[src/shared/riu_pkg.sv]
// Package for the rotate instruction unit: opcodes, fields, limits, types.
// Assumes 16-bit instruction words and a 12-bit data address space.
package riu_pkg;

    ////////////////////////////////////////////////////////////////////////
    // Instruction fields
    localparam int         OPC_MSB      = 15;
    localparam int         OPC_LSB      = 10;
    localparam int         DEST_BIT     = 9;
    localparam int         ACCESS_BIT   = 8;
    localparam int         FREG_MSB     = 7;
    localparam logic [5:0] OPC_RLNC     = 6'h11;
    localparam logic [5:0] OPC_RRC      = 6'h0C;
    localparam logic [5:0] OPC_RLC      = 6'h0D;

    ////////////////////////////////////////////////////////////////////////
    // Addressing
    localparam logic [7:0] ILO_LIMIT    = 8'h5F;
    localparam logic [3:0] ACCESS_LOW   = 4'h0;
    localparam logic [3:0] ACCESS_HIGH  = 4'hF;

    ////////////////////////////////////////////////////////////////////////
    // Reset values
    localparam logic [7:0]  ACC_RST     = 8'h00;
    localparam logic [11:0] ADDR_RST    = 12'h000;
    localparam logic        FLAG_RST    = 1'b0;

    ////////////////////////////////////////////////////////////////////////
    // Types
    typedef enum logic [1:0] {
        RIU_OP_NONE,
        RIU_OP_RLNC,
        RIU_OP_RRC,
        RIU_OP_RLC
    } riu_op_e;

    typedef enum logic {
        RIU_ST_IDLE,
        RIU_ST_READ
    } riu_state_e;

endpackage

[src/logic/riu_addr_gen.sv]
// Operand address former for the rotate instruction unit.
// Assumes bank select and index base are stable while an instruction issues.
`timescale 1ns/1ns
module riu_addr_gen
(
    input  wire logic [7:0]  fileReg,
    input  wire logic        accessSel,
    input  wire logic [3:0]  bankSelect,
    input  wire logic        extEnable,
    input  wire logic [11:0] indexBase,
    output logic      [11:0] operandAddr,
    output logic             indexedMode
);

    ////////////////////////////////////////////////////////////////////////
    // Address selection
    always_comb
    begin
        indexedMode = !accessSel && extEnable && (fileReg <= riu_pkg::ILO_LIMIT);
        if (indexedMode)
        begin
            operandAddr = 12'(indexBase + {4'h0, fileReg});
        end
        else if (accessSel)
        begin
            operandAddr = {bankSelect, fileReg};
        end
        else if (fileReg <= riu_pkg::ILO_LIMIT)
        begin
            operandAddr = {riu_pkg::ACCESS_LOW, fileReg};
        end
        else
        begin
            operandAddr = {riu_pkg::ACCESS_HIGH, fileReg};
        end
    end

endmodule

[src/logic/rotate_instruction_unit.sv]
// Rotate instruction unit: decodes and executes the three rotate opcodes.
// Assumes the file memory answers a read in the same cycle as its address.
`timescale 1ns/1ns
module rotate_instruction_unit
(
    input  wire logic        clk,
    input  wire logic        rst,
    input  wire logic        instrValid,
    input  wire logic [15:0] instrWord,
    output logic             instrReady,
    input  wire logic [3:0]  bankSelect,
    input  wire logic        extEnable,
    input  wire logic [11:0] indexBase,
    output logic      [11:0] fileAddr,
    output logic             fileRdEn,
    input  wire logic [7:0]  fileRdData,
    output logic             fileWrEn,
    output logic      [7:0]  fileWrData,
    output logic      [7:0]  accumulator,
    output logic             carryFlag,
    output logic             negativeFlag,
    output logic             zeroFlag,
    output logic             indexedMode,
    output logic             done
);

    ////////////////////////////////////////////////////////////////////////
    // Functions
    function automatic riu_pkg::riu_op_e riu_decode(input logic [15:0] w);
        logic [5:0] opc;
        opc = w[riu_pkg::OPC_MSB:riu_pkg::OPC_LSB];
        case (opc)
            riu_pkg::OPC_RLNC: riu_decode = riu_pkg::RIU_OP_RLNC;
            riu_pkg::OPC_RRC:  riu_decode = riu_pkg::RIU_OP_RRC;
            riu_pkg::OPC_RLC:  riu_decode = riu_pkg::RIU_OP_RLC;
            default:           riu_decode = riu_pkg::RIU_OP_NONE;
        endcase
    endfunction

    // Returns {carry, result}
    function automatic logic [8:0] riu_rotate(input riu_pkg::riu_op_e op,
                                              input logic [7:0] d,
                                              input logic c);
        case (op)
            riu_pkg::RIU_OP_RLNC: riu_rotate = {c, d[6:0], d[7]};
            riu_pkg::RIU_OP_RRC:  riu_rotate = {d[0], c, d[7:1]};
            riu_pkg::RIU_OP_RLC:  riu_rotate = {d[7], d[6:0], c};
            default:              riu_rotate = {c, d};
        endcase
    endfunction

    ////////////////////////////////////////////////////////////////////////
    // State
    riu_pkg::riu_state_e state;
    riu_pkg::riu_state_e next_state;
    riu_pkg::riu_op_e    op;
    riu_pkg::riu_op_e    next_op;
    riu_pkg::riu_op_e    decOp;
    logic                dest;
    logic                next_dest;
    logic [11:0]         next_fileAddr;
    logic                next_fileRdEn;
    logic                next_fileWrEn;
    logic [7:0]          next_fileWrData;
    logic [7:0]          next_accumulator;
    logic                next_carryFlag;
    logic                next_negativeFlag;
    logic                next_zeroFlag;
    logic                next_indexedMode;
    logic                next_done;
    logic [8:0]          rot;
    logic [11:0]         genAddr;
    logic                genIndexed;

    riu_addr_gen u_addr
    (
        .fileReg     (instrWord[riu_pkg::FREG_MSB:0]),
        .accessSel   (instrWord[riu_pkg::ACCESS_BIT]),
        .bankSelect  (bankSelect),
        .extEnable   (extEnable),
        .indexBase   (indexBase),
        .operandAddr (genAddr),
        .indexedMode (genIndexed)
    );

    assign instrReady = (state == riu_pkg::RIU_ST_IDLE);

    ////////////////////////////////////////////////////////////////////////
    // Next state
    always_comb
    begin
        decOp             = riu_decode(instrWord);
        rot               = riu_rotate(op, fileRdData, carryFlag);
        next_state        = state;
        next_op           = op;
        next_dest         = dest;
        next_fileAddr     = fileAddr;
        next_fileRdEn     = 1'b0;
        next_fileWrEn     = 1'b0;
        next_fileWrData   = fileWrData;
        next_accumulator  = accumulator;
        next_carryFlag    = carryFlag;
        next_negativeFlag = negativeFlag;
        next_zeroFlag     = zeroFlag;
        next_indexedMode  = indexedMode;
        next_done         = 1'b0;
        case (state)
            riu_pkg::RIU_ST_IDLE:
            begin
                if (instrValid && decOp != riu_pkg::RIU_OP_NONE)
                begin
                    next_state       = riu_pkg::RIU_ST_READ;
                    next_op          = decOp;
                    next_dest        = instrWord[riu_pkg::DEST_BIT];
                    next_fileAddr    = genAddr;
                    next_indexedMode = genIndexed;
                    next_fileRdEn    = 1'b1;
                end
            end
            riu_pkg::RIU_ST_READ:
            begin
                next_fileWrData   = rot[7:0];
                next_carryFlag    = rot[8];
                next_negativeFlag = rot[7];
                next_zeroFlag     = (rot[7:0] == 8'h00);
                if (dest)
                begin
                    next_fileWrEn = 1'b1;
                end
                else
                begin
                    next_accumulator = rot[7:0];
                end
                next_done  = 1'b1;
                next_state = riu_pkg::RIU_ST_IDLE;
            end
            default:
            begin
                next_state = riu_pkg::RIU_ST_IDLE;
            end
        endcase
    end

    ////////////////////////////////////////////////////////////////////////
    // Registers
    always_ff @(posedge clk)
    begin
        if (rst)
        begin
            state        <= riu_pkg::RIU_ST_IDLE;
            op           <= riu_pkg::RIU_OP_NONE;
            dest         <= 1'b0;
            fileAddr     <= riu_pkg::ADDR_RST;
            fileRdEn     <= 1'b0;
            fileWrEn     <= 1'b0;
            fileWrData   <= riu_pkg::ACC_RST;
            accumulator  <= riu_pkg::ACC_RST;
            carryFlag    <= riu_pkg::FLAG_RST;
            negativeFlag <= riu_pkg::FLAG_RST;
            zeroFlag     <= riu_pkg::FLAG_RST;
            indexedMode  <= 1'b0;
            done         <= 1'b0;
        end
        else
        begin
            state        <= next_state;
            op           <= next_op;
            dest         <= next_dest;
            fileAddr     <= next_fileAddr;
            fileRdEn     <= next_fileRdEn;
            fileWrEn     <= next_fileWrEn;
            fileWrData   <= next_fileWrData;
            accumulator  <= next_accumulator;
            carryFlag    <= next_carryFlag;
            negativeFlag <= next_negativeFlag;
            zeroFlag     <= next_zeroFlag;
            indexedMode  <= next_indexedMode;
            done         <= next_done;
        end
    end

    logic inRead;
    logic accepted;
    assign inRead   = (state == riu_pkg::RIU_ST_READ);
    assign accepted = instrValid && instrReady
                      && (decOp != riu_pkg::RIU_OP_NONE);
endmodule

[config.mk]
export PLATFORM = sky130hd
export DESIGN_NAME = rotate_instruction_unit
export DESIGN_NICKNAME = d
export VERILOG_FILES = /design/src/shared/riu_pkg.sv /design/src/logic/riu_addr_gen.sv /design/src/logic/rotate_instruction_unit.sv
export SDC_FILE = /design/constraint.sdc
export NUM_CORES = 1
export LEC_CHECK = 0
export ABC_CLOCK_PERIOD_IN_PS = 2600
export BUFFER_PORTS_ARGS = -buffer_cell sky130_fd_sc_hd__buf_2
export CELL_PAD_IN_SITES_DETAIL_PLACEMENT = 1
export CELL_PAD_IN_SITES_GLOBAL_PLACEMENT = 1
export CORE_MARGIN = 3
export CORE_UTILIZATION = 33
export CTS_CLUSTER_SIZE = 12
export DETAILED_ROUTE_END_ITERATION = 6
export PLACE_DENSITY = 0.84
export SETUP_SLACK_MARGIN = 0.3
export SYNTH_ARGS = -nofsm -noshare
export SYNTH_HDL_FRONTEND = slang
export SYNTH_HIERARCHICAL = 1
export SYNTH_SLANG_ARGS = --single-unit
[constraint.sdc]
create_clock -name clk -period 2.6 [get_ports clk]
set_clock_uncertainty 0.2 [all_clocks]
set_input_delay 0.65 -clock clk [delete_from_list [all_inputs] [get_ports clk]]
set_output_delay 0.65 -clock clk [all_outputs]
set_load 0.1 [all_outputs]
-- After elaboration in Yosys (flattened, before gate mapping)
Cells that the tools add are included.
- register bits: 39
- latch bits: 0
- RAM bits: 0
- memory bits (read-only): 0
- input port bits: 44
- output and inout bits: 36
- logic and storage cells: 45
- memories: 0
- add/subtract/negate cells: 1
- multiply operators: 0
- div/mod/pow operators: 0
- $lt $le $gt $ge: 1
- equal/unequal tests: 6
- shift operators: 0
- muxes and demuxes: 9
- bitwise gates (word level): 3
- reductions and logical operators: 12
- operator list (cell ; number):
    12-bit 2-to-1 mux ; 3
    9-bit one-hot mux with 3 select lines ; 1
    12-bit by 8-bit adder with 12-bit output ; 1
    6-bit by 4-bit equality test with 1-bit output (second input constant) ; 2
    8-bit by 7-bit <= comparator with 1-bit output (second input constant) ; 1
    8-bit zero test ; 1
    6-bit by 5-bit equality test with 1-bit output (second input constant) ; 1
    2-bit one-hot mux with 3 select lines ; 1
    2-bit equality test (second input constant) ; 2
    2-bit AND reduction ; 2
    2-bit nonzero test ; 2
    2-bit OR reduction ; 2
    1-bit logical AND ; 3
    1-bit 2-to-1 mux ; 3
    1-bit NOT ; 3
    3-bit AND reduction ; 1
    2-bit by 1-bit equality test with 1-bit output (second input constant) ; 1
    1-bit one-hot mux with 2 select lines ; 1
    1-bit zero test ; 1

-- Logic depth before layout (Yosys ltp)
Gate-level depths: netlist (run 1).
- word-level depth: 6
- gate-level depth with buffers: 10
- mapped depth without buffers: 10

-- Cells and area by module
The synthesis (run 1) kept the hierarchy.
- modules (own cells, without submodules) (module ; instances ; cells an instance ; area each (µm²) ; seq. area each (µm²)):
    rotate_instruction_unit ; 1 ; 165 ; 1614.0 ; 740.7
    riu_addr_gen ; 1 ; 92 ; 630.6 ; 0.0

-- Least setup slack after synthesis (run 1)
Ideal clock, no wire load.
- path type: register to register
- start: register, netlist name fileRdEn
- end: register accumulator[0]
- library setup time: 0.128 ns
- arrival: 2.504 ns
- data required time: 2.272 ns
- path slack: -0.232 ns
- cell stages (with the launch flop): 5
- buffers on the path: 0
- clock period less this slack: 2.832 ns
- path through: dfxtp_1 > inv_1 > nor2_4 > mux2i_1 > nor2_1
- RTL lines (element ; RTL line ; text):
    end signal, assigned ; rotate_instruction_unit.sv:157 ; accumulator <= riu_pkg::ACC_RST;
    end signal, assigned ; rotate_instruction_unit.sv:173 ; accumulator <= next_accumulator;
    end, declared ; rotate_instruction_unit.sv:19 ; output logic [7:0] accumulator,

-- Worst setup path after layout (run 1)
- start: input indexBase[0]
- end: register fileAddr[6]
- cells in the longest elaborated chain, start to end: 2
- RTL lines (element ; RTL line ; text):
    start, declared ; rotate_instruction_unit.sv:13 ; input wire logic [11:0] indexBase,
    12-bit by 8-bit adder with 12-bit output ; riu_addr_gen.sv:22 ; operandAddr = 12'(indexBase + {4'h0, fileReg});
    12-bit 2-to-1 mux ; riu_addr_gen.sv:20 ; if (indexedMode)
    named net genAddr[6] ; rotate_instruction_unit.sv:72 ; logic [11:0] genAddr;
    end signal, assigned ; rotate_instruction_unit.sv:153 ; fileAddr <= riu_pkg::ADDR_RST;
    end signal, assigned ; rotate_instruction_unit.sv:169 ; fileAddr <= next_fileAddr;
    end, declared ; rotate_instruction_unit.sv:14 ; output logic [11:0] fileAddr,
The timed path passes the listed nets, and every way through them passes these cells.
A chain may end at the register's enable or synchronous reset.

==> metrics.txt, run 1 <==
MaxCap Viol Count=0; Crit path required time=2590 ps; share of the synthesized area in the top cell type=0.330; drt total wl=6.90 mm; fraction of layout cells with a size suffix above 1=0.358; Vias=2213; Final Hold Fails=0; Area Overhead vs Synth=32.4%; final cell count without fillers=423; hpwl dp=5.33 mm; vias per inst=5.23; Die Wd=88.5 µm; RSZ-0062 raised after global routing=true; Synth Register Bits=37; Max IR drop VDD=0.153 mV; antenna violations before repair=0; Leakage Power=1.39 nW; diode count=0; Slew HR=0.573; Filler cells=800; Post-Route Utilization=0.460; Core ar.=0.00646 mm²; fin area=0.00297 mm²; starting DRC count in detailed routing=58; Syn Area/Cell=8.73 µm²; GPL Wtd Cong=0.806; CTS buffer count=5; status=finished clean; setup slack after layout=265 ps; Least-Margin Pin Slew=640 ps; Yosys warning total=6; TritonRoute pass-1 iters=4; PwrDens=440 mW/mm²; Routed Antenna Nets=0; most common library cells after synthesis=mux2i_1, nor2_1, dfxtp_1, nand2_1, o21ai_0; Gate Count Post-Synth=257; post-place setup slack=-156 ps; WL/cell=16.3 µm; Root Driver=clkbuf_8; Worst Setup End Kind=flop; H-tree depth=2; sequential cell area=744 µm²; sequential share of the synthesized area=0.330; synthesized net count=310; biggest area consumer among synthesized cells=dfxtp_1; Post-route DRC=0; Synth cell types=52; GRT Overall Usage=0.178; Final Setup Violations=0; synth top area cells=dfxtp_1, mux2i_1, nor2_1, ha_1, o21ai_0; CTS tree=built; min Tclk post-route=2340 ps; worst skew pair latency=290 ps; CTS sink cnt=37; Multi-input gate area=0.00147 mm²; Congestion Overflow GR=0; io pins=80; CP max FO=2; vias in the first global route=2266; die area=0.00783 mm²; Critical Setup Path Class=primary input to flop; largest net degree at the start of global routing=22; DP Cell Count=412; Initial Utilization=0.348; Final Max Tran Viols=0; IO buf count=79; Final Cycle Share=0.898; Final Net Count=399; clk buf depth=2; fmax=428 MHz; placed cell area=0.00283 mm²; hold_buf cts=0; EDFF count, synth=0; ys async rst share=0; Synth Cell Area=0.00224 mm²; worst hold slack=297 ps; Core Rows=29; arrival time worst endpoint=2320 ps; Die Y=88.5 µm; crit path launch type=primary input; Worst Hold Class=flop to flop; Clock Pin Slew Worst Setup and Hold Paths=80 ps; top_reg_cell synth=dfxtp_1; most common cell in the netlist=mux2i_1; first-pass GRT wire length=10.8 mm
[where the power goes]
part           internal (mW)  switching (mW)  leakage (nW)  total [mW]
Sequential             0.570         0.00476         0.299       0.574
Clock                  0.211           0.213        0.0476       0.423
Combinational          0.136           0.173          1.04       0.309
[worst paths after layout]
| kind | from | end | slack, ps | cells after the start |
|---|---|---|---|---|
| setup / recovery | indexBase[0] | fileAddr[6] | 260 | 12 |
| hold / removal | fileAddr[5] | fileAddr[5] | 300 | 2 |
| setup reg to reg | op[0] | zeroFlag | 700 | 4 |
| hold reg to reg | fileAddr[5] | fileAddr[5] | 300 | 2 |
[sequential cells by signal, summed over array words and instances (netlist names)]
register	flops
fileWrData	8
indexedMode	1
carryFlag	1
fileWrEn	1
fileRdEn	1
fileAddr	12
done	1
zeroFlag	1
accumulator	8
op	2
dest	1
[layer usage]
| metal | vias to the layer above | wire length (µm) | track usage |
|---|---|---|---|
| met2 | 42 | 3530 | 0.317 |
| met5 | - | 0 | 0 |
| met1 | 1071 | 3090 | 0.218 |
| li1 | 1092 | - | - |
| met3 | 8 | 208 | 0.0298 |
| met4 | 0 | 78 | 0.0536 |
[cells by family after synthesis]
family	share of synthesized area
fa+ha+maj	0.0535
flops	0.330
compound gates	0.176
simple gates	0.179
buf+inv	0.0496
mux	0.196
xor+xnor	0.0156
[critical path, cell delays in order]
cell and delay [ps]:
buf_8 100, ha_4 150, inv_2 50, fa_2 210, nor2b_2 50, o31a_1 260
buf_4 150, o21a_1 200, nor3_1 220, o31ai_2 100, mux2i_1 120, nor2_1 60
[metrics by stage]
step | TNS (ps) | total power, mW
4_1_cts | 0 | 1.32
3_3_place_gp | -42.8 | 0.868
5_1_grt | 0 | 1.37
3_5_place_dp | -210 | 0.880
6_report | 0 | 1.31
2_1_floorplan | 0 | 0.771
[cell usage in the layout (no fill, tap or decap), types with 2 or more instances in the layout]
cell | netlist | routed
nand3_1 | 6 | 6
buf_4 | 2 | 16
o21a_1 | 5 | 5
o31ai_2 | 1 | 2
ha_1 | 8 | 3
xnor2_1 | 2 | 2
a21o_1 | 4 | 4
mux2i_1 | 44 | 44
nand2_1 | 21 | 21
nor2_1 | 41 | 41
o21ai_0 | 17 | 17
a31oi_1 | 2 | 2
inv_1 | 10 | 8
a2bb2oi_1 | 2 | 2
a22oi_1 | 2 | 2
o21ai_2 | 2 | 2
clkbuf_8 | 0 | 6
nor4_1 | 2 | 2
ha_4 | 0 | 5
xor2_1 | 2 | 2
buf_2 | 5 | 77
a211oi_2 | 2 | 2
a21oi_1 | 5 | 5
dfxtp_1 | 37 | 36
[layout make-up]
class / instances / area share
timing repair buffer: 95 / 0.179
tap: 77 / 0.0324
sequential: 37 / 0.250
clock inverter: 1 / 0.00210
multi-input combinational: 197 / 0.495
inverter: 10 / 0.0139
clock buffer: 6 / 0.0278
[what timing repair did]
item	CTS	global route
pin swaps	3	4
resized for setup	3	3
buffers inserted	3	1
endpoints found under the setup margin	4	6
Note: power is estimated with default switching activity, not from simulation.
==> run 2, diff against run 1 <==
--- a/config.mk
+++ b/config.mk
@@ -13,6 +13,7 @@
 export CORE_UTILIZATION = 33
 export CTS_CLUSTER_SIZE = 12
 export DETAILED_ROUTE_END_ITERATION = 6
+export MAX_ROUTING_LAYER = met4
 export PLACE_DENSITY = 0.84
 export SETUP_SLACK_MARGIN = 0.3
 export SYNTH_ARGS = -nofsm -noshare
==> run 2 against run 1 <==
Effect of this change: largest cell class unchanged; maximum frequency barely moved; non-clock buffer count did not move; highest routed layer unchanged; die area did not move; cell area did not move; worst setup slack improved by 0.70 ps; first-iteration DRC count rose by 12%; utilization did not move; via count barely moved.
==> metrics.txt, run 2 (synthesis results as in run 1) <==
Congestion Overflow GR=0 (unchanged); status=finished clean (unchanged); biggest regs=fileAddr: 12 flops, accumulator: 8 flops, fileWrData: 8 flops (unchanged); worst skew pair latency=290 ps (about the same); DRT met1 WL=3.11 mm (was 3.09 mm); Final Setup Violations=0 (unchanged); IO buf count=79 (unchanged); Root Driver=clkbuf_8 (unchanged); Clock Power Share=0.325 (was 0.324); min Tclk post-route=2330 ps (was 2340 ps); antenna violations before repair=0 (unchanged); met3 routed WL=218 µm (was 208 µm); Die Wd=88.5 µm (unchanged); post-place setup slack=-156 ps (unchanged); Worst Setup End Kind=flop (unchanged); GRT Overall Usage=0.183 (was 0.178); Die Y=88.5 µm (unchanged); hold_buf cts=0 (unchanged); starting DRC count in detailed routing=65 (was 58); max FFs per register=12 (unchanged); Routed Antenna Nets=0 (unchanged); crit path launch type=primary input (unchanged); worst hold slack=297 ps (about the same); FF-to-FF path depth=4 (unchanged); Core ar.=0.00646 mm² (unchanged); TritonRoute pass-1 iters=4 (unchanged); CTS tree=built (unchanged); CP max FO=2 (unchanged); PwrDens=440 mW/mm² (about the same); Crit path required time=2590 ps (about the same); Crit path largest cell delay=260 ps (about the same); setup slack after layout=266 ps (was 265 ps); DR top layer=met4 (unchanged); io pins=80 (unchanged); Leakage Power=1.39 nW (unchanged); clk buf depth=2 (unchanged); H-tree depth=2 (unchanged); Int Pwr=0.916 mW (about the same); most common cell after layout, fill and taps aside=buf_2 (unchanged); Vias=2215 (was 2213); Worst path top cell family by delay=compound AO/OA/AOI/OAI gates (unchanged); GPL Wtd Cong=0.818 (was 0.806); Final Net Count=399 (unchanged); WL/cell=16.4 µm (was 16.3 µm); diode count=0 (unchanged); met2 wire length=3.52 mm (was 3.53 mm); Filler cells=800 (unchanged); vias in the first global route=2264 (was 2266); vias per inst=5.24 (was 5.23); largest net degree at the start of global routing=22 (unchanged); fraction of layout cells with a size suffix above 1=0.358 (unchanged); Setup TNS=0 ps (unchanged); P_sw=0.392 mW (was 0.391 mW); arrival time worst endpoint=2320 ps (about the same); Final Cycle Share=0.898 (about the same); Final Max Tran Viols=0 (unchanged); Critical Path Stages=12 (unchanged); fmax=428 MHz (about the same); Least-Margin Pin Slew=634 ps (was 640 ps); cell breakdown of the critical path=buf_8, ha_4, inv_2, fa_2, nor2b_2, o31a_1, buf_4, o21a_1, nor3_1, o31ai_2, mux2i_1, nor2_1 (unchanged); Critical path destination=fileAddr[6] (unchanged); Worst Hold Class=flop to flop (unchanged); Core Rows=29 (unchanged); Final Hold Fails=0 (unchanged); Initial Utilization=0.348 (unchanged); Sequential Power Share=0.439 (was 0.440); Worst R2R Start=op[0] (unchanged); Max IR drop VDD=0.155 mV (was 0.153 mV); reg-to-reg slack, setup=710 ps (was 700 ps); Sw Share=0.300 (was 0.299); RR Endpoint=zeroFlag (unchanged); Critical Path Start=indexBase[0] (unchanged); first-pass GRT wire length=10.8 mm (about the same); hpwl dp=5.33 mm (unchanged); CTS sink cnt=37 (unchanged); Clock Pin Slew Worst Setup and Hold Paths=80 ps (about the same); Slew HR=0.577 (was 0.573); Post-route DRC=0 (unchanged); most frequent cells in the layout=buf_2, mux2i_1, nor2_1 (unchanged); MaxCap Viol Count=0 (unchanged); slowest CP cell=o31a_1 (unchanged); Critical Setup Path Class=primary input to flop (unchanged); Area Overhead vs Synth=32.4% (unchanged); CTS buffer count=5 (unchanged); die area=0.00783 mm² (unchanged); Comb pwr share=0.236 (was 0.237); RSZ-0062 raised after global routing=true (unchanged); CP Buf/Inv Count=3 (unchanged); drt total wl=6.92 mm (was 6.90 mm); Most flops, register=fileAddr (unchanged)
[run 2: cell counts in the layout (fill, tap and decap cells not counted)]
Identical to the previous run, type by type.
[run 2: repair_timing]
action                     4_1_cts  5_1_grt
hold endpoints to repair         0        0
resized for setup                3        3
setup buffers                    3        1
pin swaps                        3        4
setup endpoints to repair        4        6
[run 2: worst min path at each step]
stage	start	to	slack (ps)	cells after the start
2_1_floorplan	dest	fileWrEn	330	1
3_3_place_gp	fileAddr[5]	fileAddr[5]	270	2
3_5_place_dp	accumulator[4]	accumulator[4]	280	2
4_1_cts	accumulator[4]	accumulator[4]	300	2
5_1_grt	fileAddr[0]	fileAddr[0]	330	2
6_report	fileAddr[5]	fileAddr[5]	300	2
[run 2: stage by stage]
stage | std cells | util | instance area, µm² | power (mW)
2_1_floorplan | 257 | - | 2320 | 0.771
3_3_place_gp | 412 | 0.437 | 2830 | 0.868
3_5_place_dp | 412 | 0.437 | 2830 | 0.880
4_1_cts | 422 | 0.457 | 2950 | 1.32
5_1_grt | 423 | 0.460 | 2970 | 1.38
6_report | 423 | 0.460 | 2970 | 1.31
[run 2: worst reg2reg max path, cell delays in order (launching register included)]
cell,delay (ps)
dfxtp_1,730
mux2i_1,300
mux2i_1,160
nor4_1,290
a32o_1,160
[run 2: power groups by stage]
stage | combinational [mW] | clock (mW) | sequential [mW]
floorplan | 0.157 | 0 | 0.614
global placement | 0.281 | 0 | 0.588
detailed placement | 0.292 | 0 | 0.588
CTS | 0.302 | 0.440 | 0.574
global route | 0.339 | 0.461 | 0.575
finish | 0.309 | 0.425 | 0.574
[run 2: layout make-up]
| class | instances | area [µm²] | share of cell area |
|---|---|---|---|
| multi-input cells | 197 | 1470 | 0.495 |
| flip-flops and latches | 37 | 744 | 0.250 |
| repair buffers | 95 | 532 | 0.179 |
| well taps | 77 | 96.3 | 0.0324 |
| clock buffers | 6 | 82.6 | 0.0278 |
| inverters | 10 | 41.3 | 0.0139 |
| clock inverters | 1 | 6.26 | 0.00210 |
[run 2: metal layers]
metal | vias to the layer above | track usage
met5 | - | -
met4 | 0 | 0.0536
met3 | 8 | 0.0279
met2 | 50 | 0.314
met1 | 1065 | 0.222
li1 | 1092 | -
==> run 3, diff against run 2 <==
==> constraint.sdc (replaced) <==
create_clock -name clk -period 2.6 [get_ports clk]
set_clock_uncertainty 0.2 [all_clocks]
set_input_delay 0.65 -clock clk [delete_from_list [all_inputs] [get_ports clk]]
set_output_delay 0.65 -clock clk [all_outputs]
set_load 0.05 [all_outputs]
==> run 3 against run 2 <==
Effect of this change: global-route usage fell by 0.61 points; via count fell by 0.59%; sequential power barely moved; clock power rose by 20%; cell count rose by 0.24%; utilization rose by 0.95 points; total power rose by 5.4%; sequential cell count did not move; maximum frequency rose by 2.5%; largest cell class unchanged.
==> metrics.txt, run 3 (synthesis results as in run 1) <==
H-tree depth=2 (unchanged); crit path launch type=primary input (unchanged); Die Wd=88.5 µm (unchanged); Max IR drop VDD=0.239 mV (was 0.155 mV); Most flops, register=fileAddr (unchanged); Worst Hold Class=flop to flop (unchanged); Final Cycle Share=0.876 (was 0.898); fraction of layout cells with a size suffix above 1=0.369 (was 0.358); Hold Path Stages=2 (unchanged); Crit path largest cell delay=340 ps (was 260 ps); Worst Setup End Kind=flop (unchanged); io pins=80 (unchanged); antenna violations before repair=0 (unchanged); max FFs per register=12 (unchanged); slowest CP cell=or3_1 (was o31a_1); Core ar.=0.00646 mm² (unchanged); Least-Margin Pin Slew=638 ps (was 634 ps); hpwl dp=5.22 mm (was 5.33 mm); Critical Setup Path Class=primary input to flop (unchanged); fmax=439 MHz (was 428 MHz); Vias=2202 (was 2215); starting DRC count in detailed routing=42 (was 65); Root Driver=clkbuf_8 (unchanged); Congestion Overflow GR=0 (unchanged); Clock Pin Slew Worst Setup and Hold Paths=90 ps (was 80 ps); arrival time worst endpoint=2260 ps (was 2320 ps); Post-route DRC=0 (unchanged); FF-to-FF path depth=4 (unchanged); Area Overhead vs Synth=35.2% (was 32.4%); first-pass GRT wire length=10.7 mm (was 10.8 mm); fin area=0.00303 mm² (was 0.00297 mm²); clk buf depth=2 (unchanged); most frequent cells in the layout=buf_2, mux2i_1, nor2_1 (unchanged); hold wc startpoint=accumulator[2] (was fileAddr[5]); CTS buffer count=5 (unchanged); vias in the first global route=2289 (was 2264); Worst R2R Start=op[0] (unchanged); Final Hold Fails=0 (unchanged); Core Rows=29 (unchanged); hold_buf cts=0 (unchanged); RSZ-0062 raised after global routing=true (unchanged); biggest regs=fileAddr: 12 flops, accumulator: 8 flops, fileWrData: 8 flops (unchanged); vias per inst=5.19 (was 5.24); CTS tree=built (unchanged); Crit path required time=2580 ps (was 2590 ps); Final Max Tran Viols=0 (unchanged); largest net degree at the start of global routing=22 (unchanged); MaxCap Viol Count=0 (unchanged); worst skew pair latency=290 ps (about the same); placed cell area=0.00283 mm² (about the same); cell breakdown of the critical path=buf_2, ha_4, o211ai_1, o21ai_2, nand4_1, and4_1, or3_1, mux2i_1, nor2_1 (was buf_8, ha_4, inv_2, fa_2, nor2b_2, o31a_1, buf_4, o21a_1, nor3_1, o31ai_2, mux2i_1, nor2_1); worst hold slack=301 ps (was 297 ps); GRT Overall Usage=0.177 (was 0.183); Final Setup Violations=0 (unchanged); PwrDens=455 mW/mm² (was 440 mW/mm²); GPL Wtd Cong=0.777 (was 0.818); hold worst-path end=accumulator[2] (was fileAddr[5]); RR Endpoint=zeroFlag (unchanged); WL/cell=15.6 µm (was 16.4 µm); CP Buf/Inv Count=1 (was 3); reg-to-reg slack, setup=680 ps (was 710 ps); CTS sink cnt=37 (unchanged); CP max FO=4 (was 2); drt total wl=6.62 mm (was 6.92 mm); diode count=0 (unchanged); die area=0.00783 mm² (unchanged); Setup TNS=0 ps (unchanged); min Tclk post-route=2280 ps (was 2330 ps); Initial Utilization=0.348 (unchanged); Leakage Power=1.40 nW (was 1.39 nW); Worst path top cell family by delay=simple AND/OR/NAND/NOR gates (was compound AO/OA/AOI/OAI gates); Final Net Count=399 (unchanged); IO buf count=79 (unchanged); TritonRoute pass-1 iters=4 (unchanged); Die Y=88.5 µm (unchanged); status=finished clean (unchanged); Slew HR=0.574 (was 0.577); Routed Antenna Nets=0 (unchanged); most common cell after layout, fill and taps aside=buf_2 (unchanged)
[run 3: cell count changes in the layout (fill, tap and decap cells not counted), sizes merged]
| cell | before | now |
|---|---|---|
| bufinv | 0 | 1 |
| clkbuf | 6 | 5 |
| clkinv | 0 | 1 |
[run 3: worst max path at each step]
stage	cells past startpoint	from	end	slack, ps
after CTS	11	instrWord[0]	fileAddr[10]	310
after floorplan	10	indexBase[0]	fileAddr[10]	80
after global routing	10	instrWord[2]	fileAddr[9]	220
after global placement	11	indexBase[0]	fileAddr[10]	-50
after detailed placement	11	instrWord[0]	fileAddr[10]	-110
final	9	instrWord[2]	fileAddr[9]	320
[run 3: tightest hold or removal path, stage by stage (launching register included)]
cell	delay (ps)
dfxtp_1	330
mux2i_1	70
nor2_1	70
[run 3: cell type report]
cell class | instances | area [µm²]
multi-input cells | 197 | 1510
well taps | 77 | 96.3
repair buffers | 95 | 532
inverters | 10 | 37.5
clock inverters | 3 | 46.3
fillers | 815 | 3420
clock buffers | 5 | 68.8
flip-flops and latches | 37 | 741
[run 3: metrics by stage]
step	util	setup slack [ps]	total power [mW]	instances
4_1_cts	0.458	307	1.38	422
2_1_floorplan	-	82.5	0.756	257
3_5_place_dp	0.439	-110	0.863	414
5_1_grt	0.470	216	1.46	424
6_report	0.470	322	1.38	424
3_3_place_gp	0.439	-45.3	0.855	414
[run 3: report_power, final]
part / switching (mW) / internal (mW) / total [mW] / leakage [nW]
Sequential: 0.00413 / 0.571 / 0.575 / 0.298
Clock: 0.221 / 0.287 / 0.508 / 0.0543
Combinational: 0.159 / 0.138 / 0.297 / 1.05
[run 3: repair_timing]
action / 4_1_cts / 5_1_grt
setup endpoints to repair: 2 / 5
pin swaps: 7 / 9
gates resized for setup: 2 / 12
setup buffers: 0 / 2
[run 3: layer usage]
layer  global-route usage  share of wire  up-vias  routed length [µm]
met5                    -              0        -                   0
met4               0.0398         0.0089        0                  59
met3               0.0242          0.030        4                 199
met2                0.308           0.51       44                3410
li1                     -              -     1098                   -
met1                0.218           0.45     1056                2960
